--- src/hdl/csr_params.svh ---
`ifndef CSR_PARAMS_SVH
`define CSR_PARAMS_SVH
// Register map
`define CSR_STATUS_ADDR 6'h00
`define CSR_MODE_ADDR 6'h01
`define CSR_DATA_ADDR 6'h04
`define CSR_STATUS_RESET 8'h80
// Status field positions
`define CSR_BIT_READY 7
`define CSR_BIT_CONV_ERR 6
`define CSR_BIT_CKSUM_ERR 5
`define CSR_BIT_INTEG_ERR 4
`define CSR_BIT_RSVD 3
`define CSR_CHAN_MSB 2
// Result saturation values
`define CSR_RESULT_MAX 24'hffffff
`define CSR_RESULT_MIN 24'h000000
`endif

--- src/hdl/csr_pkg.sv ---
package csr_pkg;
  // One result handed over by the conversion engine
  typedef struct packed {
    logic [23:0] value;
    logic overrange;
    logic underrange;
    logic [2:0] channel;
  } csr_result_t;
  // One register access decoded by the serial port
  typedef struct packed {
    logic is_write;
    logic [5:0] addr;
    logic cksum_bad;
  } csr_access_t;
endpackage

--- src/hdl/csr_status.sv ---
// Summary of operation
// - Ready flag drives data-out/ready pin when chip select low and no read.
// - Ready bit 7 low on new result written; high means awaiting result.
// - In calibration modes ready goes low when calibration result written.
// - Reading the data register returns ready high.
// - Bit 6 set when a conversion is over or under range.
// - Overrange result saturates to all ones, underrange to all zeros.
// - Error bit refreshed only on result write; clears at next clean result.
// - Bit 5 set when a register write has a failing checksum.
// - Reading the status register clears the checksum error bit.
// - Bit 4 set when integrity mismatch reported while check active.
// - Clearing the check-enable bit clears the integrity error bit.
// - Bits 2..0 give channel of the value now in data register.
// - Channel field is the channel number in plain binary.
// - With append-status set, status byte follows each data read.
// - Status is 8 bits at 0x00, resets to 0x80, bit 3 reads 0.
// - A converter mode register write resets the ready flag.
`timescale 1ns/1ns
`include "csr_params.svh"
module csr_status #(
  parameter int RESULT_W = 24
) (
  input wire logic MCLK_IN,
  input wire logic RESET_IN,
  input wire logic RESULT_WR_IN,
  input wire csr_pkg::csr_result_t RESULT_IN,
  input wire logic ACCESS_IN,
  input wire csr_pkg::csr_access_t ACCESS_DATA_IN,
  input wire logic READ_ACTIVE_IN,
  input wire logic CS_N_IN,
  input wire logic INTEG_MISMATCH_IN,
  input wire logic INTEG_CHECK_EN_IN,
  input wire logic APPEND_STATUS_EN_IN,
  output logic [7:0] STATUS_OUT,
  output logic [23:0] DATA_OUT,
  output logic APPEND_STATUS_OUT,
  output logic DOUT_READY_OUT,
  output logic DOUT_READY_OE_OUT
);
  import csr_pkg::*;

  // Only the full result width is served
  if (RESULT_W != 24) begin : g_width_check
    $error("RESULT_W must be 24");
  end
  // Reset image of the status byte
  localparam logic [7:0] status_rst = `CSR_STATUS_RESET;

  ////////////////////////////////////////////////////////////
  // Access decode
  logic rd_status;
  logic rd_data;
  logic wr_mode;
  logic wr_any;
  assign rd_status = ACCESS_IN && !ACCESS_DATA_IN.is_write && ACCESS_DATA_IN.addr == `CSR_STATUS_ADDR;
  assign rd_data = ACCESS_IN && !ACCESS_DATA_IN.is_write && ACCESS_DATA_IN.addr == `CSR_DATA_ADDR;
  assign wr_mode = ACCESS_IN && ACCESS_DATA_IN.is_write && ACCESS_DATA_IN.addr == `CSR_MODE_ADDR;
  assign wr_any = ACCESS_IN && ACCESS_DATA_IN.is_write;

  ////////////////////////////////////////////////////////////
  // Status flags
  logic ready_ff;
  logic conv_err_ff;
  logic cksum_err_ff;
  logic integ_err_ff;
  logic [2:0] chan_ff;
  logic [23:0] data_ff;
  logic append_ff;

  // Ready flag; result write wins over the data-read and mode-write sets
  always_ff @(posedge MCLK_IN) begin
    if (RESET_IN) begin
      ready_ff <= status_rst[`CSR_BIT_READY];
    end else if (RESULT_WR_IN) begin
      ready_ff <= 1'b0;
    end else if (rd_data || wr_mode) begin
      ready_ff <= 1'b1;
    end
  end

  // Conversion error, channel and saturated data
  always_ff @(posedge MCLK_IN) begin
    if (RESET_IN) begin
      conv_err_ff <= 1'b0;
      chan_ff <= 3'h0;
      data_ff <= `CSR_RESULT_MIN;
    end else if (RESULT_WR_IN) begin
      conv_err_ff <= RESULT_IN.overrange || RESULT_IN.underrange;
      chan_ff <= RESULT_IN.channel;
      if (RESULT_IN.overrange) begin
        data_ff <= `CSR_RESULT_MAX;
      end else if (RESULT_IN.underrange) begin
        data_ff <= `CSR_RESULT_MIN;
      end else begin
        data_ff <= RESULT_IN.value;
      end
    end
  end

  // Checksum error; a set in the same cycle beats the read clear
  always_ff @(posedge MCLK_IN) begin
    if (RESET_IN) begin
      cksum_err_ff <= 1'b0;
    end else if (wr_any && ACCESS_DATA_IN.cksum_bad) begin
      cksum_err_ff <= 1'b1;
    end else if (rd_status) begin
      cksum_err_ff <= 1'b0;
    end
  end

  // Integrity error
  always_ff @(posedge MCLK_IN) begin
    if (RESET_IN) begin
      integ_err_ff <= 1'b0;
    end else if (!INTEG_CHECK_EN_IN) begin
      integ_err_ff <= 1'b0;
    end else if (INTEG_MISMATCH_IN) begin
      integ_err_ff <= 1'b1;
    end
  end

  // Append flag sampled with each data read
  always_ff @(posedge MCLK_IN) begin
    if (RESET_IN) begin
      append_ff <= 1'b0;
    end else if (rd_data) begin
      append_ff <= APPEND_STATUS_EN_IN;
    end else begin
      append_ff <= 1'b0;
    end
  end

  ////////////////////////////////////////////////////////////
  // Outputs
  // byte layout, bit 3 zero
  always_comb begin
    STATUS_OUT = 8'h00;
    STATUS_OUT[`CSR_BIT_READY] = ready_ff;
    STATUS_OUT[`CSR_BIT_CONV_ERR] = conv_err_ff;
    STATUS_OUT[`CSR_BIT_CKSUM_ERR] = cksum_err_ff;
    STATUS_OUT[`CSR_BIT_INTEG_ERR] = integ_err_ff;
    STATUS_OUT[`CSR_CHAN_MSB:0] = chan_ff;
  end
  assign DATA_OUT = data_ff;
  assign APPEND_STATUS_OUT = append_ff;
  assign DOUT_READY_OE_OUT = !CS_N_IN && !READ_ACTIVE_IN;
  assign DOUT_READY_OUT = ready_ff;

  ////////////////////////////////////////////////////////////
  // Checks
  AST_RDY_LOW: assert property (@(posedge MCLK_IN) disable iff (RESET_IN)
    RESULT_WR_IN |=> !STATUS_OUT[7]) else $error("ready not low after result");
  AST_RDY_HIGH: assert property (@(posedge MCLK_IN) disable iff (RESET_IN)
    (rd_data && !RESULT_WR_IN) |=> STATUS_OUT[7]) else $error("ready not high after data read");
  AST_MODE_WR: assert property (@(posedge MCLK_IN) disable iff (RESET_IN)
    (wr_mode && !RESULT_WR_IN) |=> STATUS_OUT[7]) else $error("mode write kept ready low");
  AST_CONV_ERR: assert property (@(posedge MCLK_IN) disable iff (RESET_IN)
    !RESULT_WR_IN |=> $stable(STATUS_OUT[6])) else $error("error flag changed without result");
  AST_SAT: assert property (@(posedge MCLK_IN) disable iff (RESET_IN)
    (RESULT_WR_IN && RESULT_IN.overrange) |=> DATA_OUT == `CSR_RESULT_MAX && STATUS_OUT[6])
    else $error("overrange not saturated");
  AST_CKSUM: assert property (@(posedge MCLK_IN) disable iff (RESET_IN)
    (rd_status && !(wr_any && ACCESS_DATA_IN.cksum_bad)) |=> !STATUS_OUT[5]) else $error("checksum flag not cleared");
  AST_CKSUM_SET: assert property (@(posedge MCLK_IN) disable iff (RESET_IN)
    (wr_any && ACCESS_DATA_IN.cksum_bad) |=> STATUS_OUT[5]) else $error("checksum flag not set");
  AST_INTEG: assert property (@(posedge MCLK_IN) disable iff (RESET_IN)
    !INTEG_CHECK_EN_IN |=> !STATUS_OUT[4]) else $error("integrity flag not cleared");
  AST_CHAN: assert property (@(posedge MCLK_IN) disable iff (RESET_IN)
    RESULT_WR_IN |=> STATUS_OUT[2:0] == $past(RESULT_IN.channel)) else $error("channel wrong");
  AST_PIN: assert property (@(posedge MCLK_IN) disable iff (RESET_IN)
    DOUT_READY_OE_OUT |-> (DOUT_READY_OUT == STATUS_OUT[7] && !READ_ACTIVE_IN)) else $error("pin wrong");
  AST_RSVD: assert property (@(posedge MCLK_IN) disable iff (RESET_IN)
    !STATUS_OUT[3]) else $error("reserved bit set");
  // Clean result passes through and clears the error
  AST_DATA_PASS: assert property (@(posedge MCLK_IN) disable iff (RESET_IN)
    (RESULT_WR_IN && !RESULT_IN.overrange && !RESULT_IN.underrange)
    |=> DATA_OUT == $past(RESULT_IN.value) && !STATUS_OUT[6]) else $error("clean result not passed");
  // Underrange clamps to zero
  AST_SAT_LOW: assert property (@(posedge MCLK_IN) disable iff (RESET_IN)
    (RESULT_WR_IN && !RESULT_IN.overrange && RESULT_IN.underrange)
    |=> DATA_OUT == `CSR_RESULT_MIN && STATUS_OUT[6])
    else $error("underrange not saturated");
  // Only a bad write can raise the checksum flag
  AST_CKSUM_HOLD: assert property (@(posedge MCLK_IN) disable iff (RESET_IN)
    (!(wr_any && ACCESS_DATA_IN.cksum_bad) && !STATUS_OUT[5]) |=> !STATUS_OUT[5])
    else $error("checksum flag set without bad write");
  // Mismatch while enabled raises the integrity flag
  AST_INTEG_SET: assert property (@(posedge MCLK_IN) disable iff (RESET_IN)
    (INTEG_CHECK_EN_IN && INTEG_MISMATCH_IN) |=> STATUS_OUT[4]) else $error("integrity flag not set");
  // Append pulse follows a data read only
  AST_APPEND: assert property (@(posedge MCLK_IN) disable iff (RESET_IN)
    rd_data |=> APPEND_STATUS_OUT == $past(APPEND_STATUS_EN_IN)) else $error("append pulse wrong");
  AST_APPEND_OFF: assert property (@(posedge MCLK_IN) disable iff (RESET_IN)
    !rd_data |=> !APPEND_STATUS_OUT) else $error("append pulse without data read");
  // Plain writes leave all status bits except integrity bit 4 alone
  AST_READ_ONLY: assert property (@(posedge MCLK_IN) disable iff (RESET_IN)
    (wr_any && !ACCESS_DATA_IN.cksum_bad && !wr_mode && !RESULT_WR_IN)
    |=> $stable(STATUS_OUT[7:5]) && $stable(STATUS_OUT[2:0])) else $error("write changed status");
  // Pin released when deselected or reading
  AST_PIN_OFF: assert property (@(posedge MCLK_IN) disable iff (RESET_IN)
    (CS_N_IN || READ_ACTIVE_IN) |-> !DOUT_READY_OE_OUT) else $error("pin driven while released");
  // Reset image right after any reset cycle
  AST_RST: assert property (@(posedge MCLK_IN)
    $past(RESET_IN) |-> STATUS_OUT == `CSR_STATUS_RESET && DATA_OUT == `CSR_RESULT_MIN && !APPEND_STATUS_OUT)
    else $error("reset value wrong");
endmodule

--- config.mk ---
export PLATFORM = sky130hd
export DESIGN_NAME = csr_status
export DESIGN_NICKNAME = d
export VERILOG_FILES = /design/src/hdl/csr_pkg.sv /design/src/hdl/csr_status.sv
export VERILOG_INCLUDE_DIRS = /design/src /design/src/hdl
export SDC_FILE = /design/constraint.sdc
export NUM_CORES = 1
export LEC_CHECK = 0
export BUFFER_PORTS_ARGS = -buffer_cell sky130_fd_sc_hd__buf_2
export CAP_MARGIN = 20
export CORE_AREA = 2 2 83 53
export CTS_BUF_LIST = sky130_fd_sc_hd__clkbuf_8 sky130_fd_sc_hd__clkbuf_16
export CTS_CLUSTER_SIZE = 25
export DETAILED_ROUTE_END_ITERATION = 7
export DIE_AREA = 0 0 85 55
export GPL_TIMING_DRIVEN = 0
export PLACE_DENSITY = 0.66
export SYNTH_ARGS = -nofsm -noshare
export SYNTH_HDL_FRONTEND = slang
export SYNTH_SLANG_ARGS = --single-unit
--- constraint.sdc ---
create_clock -name MCLK_IN -period 1.6 [get_ports MCLK_IN]
set_clock_uncertainty 0.2 [all_clocks]
set_input_delay 0.32 -clock MCLK_IN [delete_from_list [all_inputs] [get_ports MCLK_IN]]
set_output_delay 0.32 -clock MCLK_IN [all_outputs]
set_load 0.05 [all_outputs]
==> results <==
- 81 I/O pins were placed.
- The maximum level of the CTS H-tree is 2.
- The detail route stage leaves a number of antenna-violating nets equal to 0.
- Subtracting the final worst setup slack from the clock period gives 1.500 ns.
- The synthesized flop and latch total is 32.
- The worst hold-check slack is 0.07488 ns.
- In this run, placement finished with an instance count of 276.
- The number of maximum-capacitance violations is 0.
- Data on the critical path is required at its endpoint by 1.08 ns.
- The internal power of the cells totals 1.471 mW.
- The max-slew violation count was 0.
- TritonCTS built the clock tree.
- For this block, the initial DRC count from the detailed router was 27.
- The residual DRC count is 0.
- The maximum resistive drop on vdd is 0.0006764 V.
- Prior to clock tree synthesis, the placed netlist has a worst setup slack of 0.008000 ns.
- The net switching power figure is 0.6604 mW.
- The count of cells in the finished layout, fillers not included, comes to 284.
- The total inserted antenna cells is 0.
- The proportion of power drawn by combinational gates is 23.6%.
- Synthesis produced a netlist whose cell count is 147.
- The net total in the final layout is 279.
- The clock share of power is 35.0%.
- The flow ran to the end, and the final reports show no timing, DRC or antenna violations.
- The cell leakage power is 0.9614 nW.
- The number of cell rows is 18.
- For this run, the total global-route usage over all layers was measured as 15.31%.
- The sequential power share is 41.4%.
- Clock latency on the worst-skew pair, taken at its later pin, is 0.28 ns.
- The floorplan step defined a die boundary enclosing 4675 um^2.
- Dividing the detail-routed wire length by the instance count gives 12.14 um.
- After filler insertion, the fill cell instance count of the layout stands at 398.
- Sequential elements use 48.39% of the synthesized area.
- By area the synthesized netlist is led by sky130_fd_sc_hd__dfxtp_1, sky130_fd_sc_hd__o22ai_1, sky130_fd_sc_hd__nor2_1.
- The die width is 85 um.
- After clock tree synthesis, the clock-pin slew on the worst setup and hold paths is 0.06 ns.
- Power spread over the standard cell area amounts to 1128 nW/um^2.
- Counting every net in the synthesized netlist gives 193.
- The detailed-placement wirelength estimate is 2527 um.
- Across all setup checks in the final design, the least slack found is 0.09970 ns.
- For this run, the number of Yosys warnings is 0.
- The final setup violation count is 0.
- The switching fraction of total power is 30.99%.
- The min-delay analysis places its worst path in the category in2reg.
- In the routed layout, each cell is associated on average with a via count of 4.637.
- The slew at the pin closest to its max-slew limit is 0.5186 ns.
- The synthesized netlist occupies a cell area of 1324 um^2.
- Buffers placed on the I/O ports in this run total 79.
- Summed over all layers, the global routing overflow is 0.
- The vertical extent of the die is 55 um.
- The number of hold-slack violations in the final timing report was 0.
- The largest net degree at the start of global routing is 11.
- The portion of the clock cycle consumed by the worst path in the final layout is 93.77%.
- sky130_fd_sc_hd__dfxtp_1 takes more of the synthesized area than any other cell.
- Setup repair after global routing left no endpoint under its margin.
- The commonest register cell after synthesis is sky130_fd_sc_hd__dfxtp_1.
- The mean instance size in the synthesized netlist is 9.005 um^2.
- After synthesis, the largest area contributor takes up 48.39% of total cell area.
- The initial antenna violation count is 0.
- Counting flops with an async set or reset pin after synthesis yields a share of 0%.
- The total number of vias is 1,317.
- The total wire length is 3448 um.
- Routability-driven placement finished with a final weighted congestion of 0.7193.
- Counting every sink on the clock net gives 32.
- Data on the critical path arrives at its endpoint at 0.98 ns.
- The number of buffers inserted to repair setup after CTS is 0.
- The maximum clock path buffer count is 2.
- The post-CTS resize count is 0.
- The hold buffer count at cts is 0.
- The TritonCTS buffer count is 5.
- The final setup TNS is 0 ns.
- In the synthesized netlist, the cells that appear most often are sky130_fd_sc_hd__dfxtp_1, sky130_fd_sc_hd__nor2_1, sky130_fd_sc_hd__o22ai_1, sky130_fd_sc_hd__and2b_1, sky130_fd_sc_hd__nor2b_1.
- The buffer type at the clock tree root is sky130_fd_sc_hd__clkbuf_8.
- Yosys mapped the design onto 23 distinct sky130hd cell types.
- The first global-routing pass estimated 5375 um of wire.
- The capturing element type of the critical path is a primary output.
- The most frequent cell after synthesis is sky130_fd_sc_hd__dfxtp_1.
- The worst pin sits at a relative slew slack of 65.42%.
- The initial core utilization is 33.59%.
- The floorplan step defined a core boundary enclosing 3941 um^2.
- The share of cells above drive strength 1 is 41.88%.
- By startpoint and endpoint, the worst setup path is classified as reg2out.
- The first detailed-routing pass ran for 4 iterations.
- The number of flops mapped to enable cells by yosys is 0.
- In this run the worst path has a maximum fanout of 3.
- Based on the critical path, the design can be clocked at up to 666.5 MHz.
- STA classifies the critical path startpoint as a flop.
- The layout overhead on the synthesized area is 42.72%.
- The via count of the first global-routing pass is 1,139.
area by class of cell:
cell class | count | area, um^2 | share of cell area [%]
sequential | 32 | 640.6 | 33.91
multi-input combinational | 98 | 593.1 | 31.39
timing repair buffer | 79 | 395.4 | 20.93
buffer | 16 | 86.33 | 4.570
clock buffer | 5 | 68.82 | 3.642
tap | 50 | 62.56 | 3.311
clock inverter | 3 | 38.79 | 2.053
inverter | 1 | 3.754 | 0.1987
sequential cells by signal, indices dropped and copies added (netlist names):
signal	cells
conv_err_ff	1
APPEND_STATUS_OUT	1
DATA_OUT	24
chan_ff	3
DOUT_READY_OUT	1
cksum_err_ff	1
integ_err_ff	1
metrics by stage:
stage | power [mW] | cell area, um^2 | util (%)
after global placement | 1.400 | 1782 | 45.21
final | 2.131 | 1889 | 47.94
after detailed placement | 1.404 | 1782 | 45.21
after floorplan | 1.254 | 1324 | -
after global routing | 2.227 | 1889 | 47.94
after CTS | 2.157 | 1889 | 47.94
metal layers:
metal / share of wire (%) / global-route usage, % / vias to the layer above
met5: 0 / 0 / -
met4: 0.75 / 5.556 / 0
met3: 9.9 / 5.341 / 5
met2: 38 / 21.35 / 62
met1: 51 / 21.73 / 580
li1: - / - / 670
path summary, 6_finish.rpt:
path                                                   from                     endpoint  slack, ns  depth (start not counted)
worst max-delay path            DOUT_READY_OUT$_SDFFE_PP1P_                STATUS_OUT[7]        0.1                          2
worst min-delay path                           RESULT_IN[1]      chan_ff[1]$_SDFFE_PP0P_       0.07                          3
worst max register to register  DOUT_READY_OUT$_SDFFE_PP1P_  DOUT_READY_OUT$_SDFFE_PP1P_       0.60                          1
worst min register to register      chan_ff[1]$_SDFFE_PP0P_      chan_ff[1]$_SDFFE_PP0P_       0.29                          2
power by group through the flow:
stage | combinational, mW | sequential (mW) | clock [mW]
3_5_place_dp | 0.505 | 0.898 | 0
3_3_place_gp | 0.501 | 0.899 | 0
2_1_floorplan | 0.176 | 1.08 | 0
6_report | 0.503 | 0.882 | 0.747
5_1_grt | 0.538 | 0.887 | 0.802
4_1_cts | 0.506 | 0.882 | 0.769
worst max-delay path, cell delays in order, from the launching register on:
cell	delay, ns
sky130_fd_sc_hd__dfxtp_1	0.35
sky130_fd_sc_hd__buf_4	0.11
sky130_fd_sc_hd__buf_2	0.24
cells in the final DEF, fill, tap and decap left out:
cell type | synthesis | final
sky130_fd_sc_hd__buf_2 | 3 | 82
sky130_fd_sc_hd__dfxtp_1 | 32 | 32
sky130_fd_sc_hd__nor2_1 | 31 | 31
sky130_fd_sc_hd__o22ai_1 | 25 | 25
sky130_fd_sc_hd__and2b_1 | 15 | 15
sky130_fd_sc_hd__nor2b_1 | 9 | 9
sky130_fd_sc_hd__clkbuf_1 | 7 | 7
sky130_fd_sc_hd__buf_4 | 6 | 6
sky130_fd_sc_hd__clkbuf_8 | 0 | 5
sky130_fd_sc_hd__mux2i_1 | 3 | 3
sky130_fd_sc_hd__nand2b_1 | 2 | 2
sky130_fd_sc_hd__inv_1 | 1 | 2
sky130_fd_sc_hd__a211oi_1 | 2 | 2
sky130_fd_sc_hd__nand2_1 | 1 | 1
sky130_fd_sc_hd__or3b_1 | 1 | 1
sky130_fd_sc_hd__nor4_1 | 1 | 1
sky130_fd_sc_hd__a221o_2 | 1 | 1
sky130_fd_sc_hd__nor3_2 | 1 | 1
sky130_fd_sc_hd__nor3_1 | 1 | 1
sky130_fd_sc_hd__a31oi_1 | 1 | 1
sky130_fd_sc_hd__nor3b_1 | 1 | 1
sky130_fd_sc_hd__nand3b_1 | 1 | 1
sky130_fd_sc_hd__nor4b_4 | 1 | 1
sky130_fd_sc_hd__conb_1 | 1 | 1
sky130_fd_sc_hd__bufinv_16 | 0 | 1
sky130_fd_sc_hd__clkinv_2 | 0 | 1
cell families after synthesis:
group,share of synthesized area (%)
simple gates,27.98
flops,48.39
compound gates,14.27
buf+inv,6.805
mux,2.269
other cells,0.2833
(Power assumes the default switching activity.)
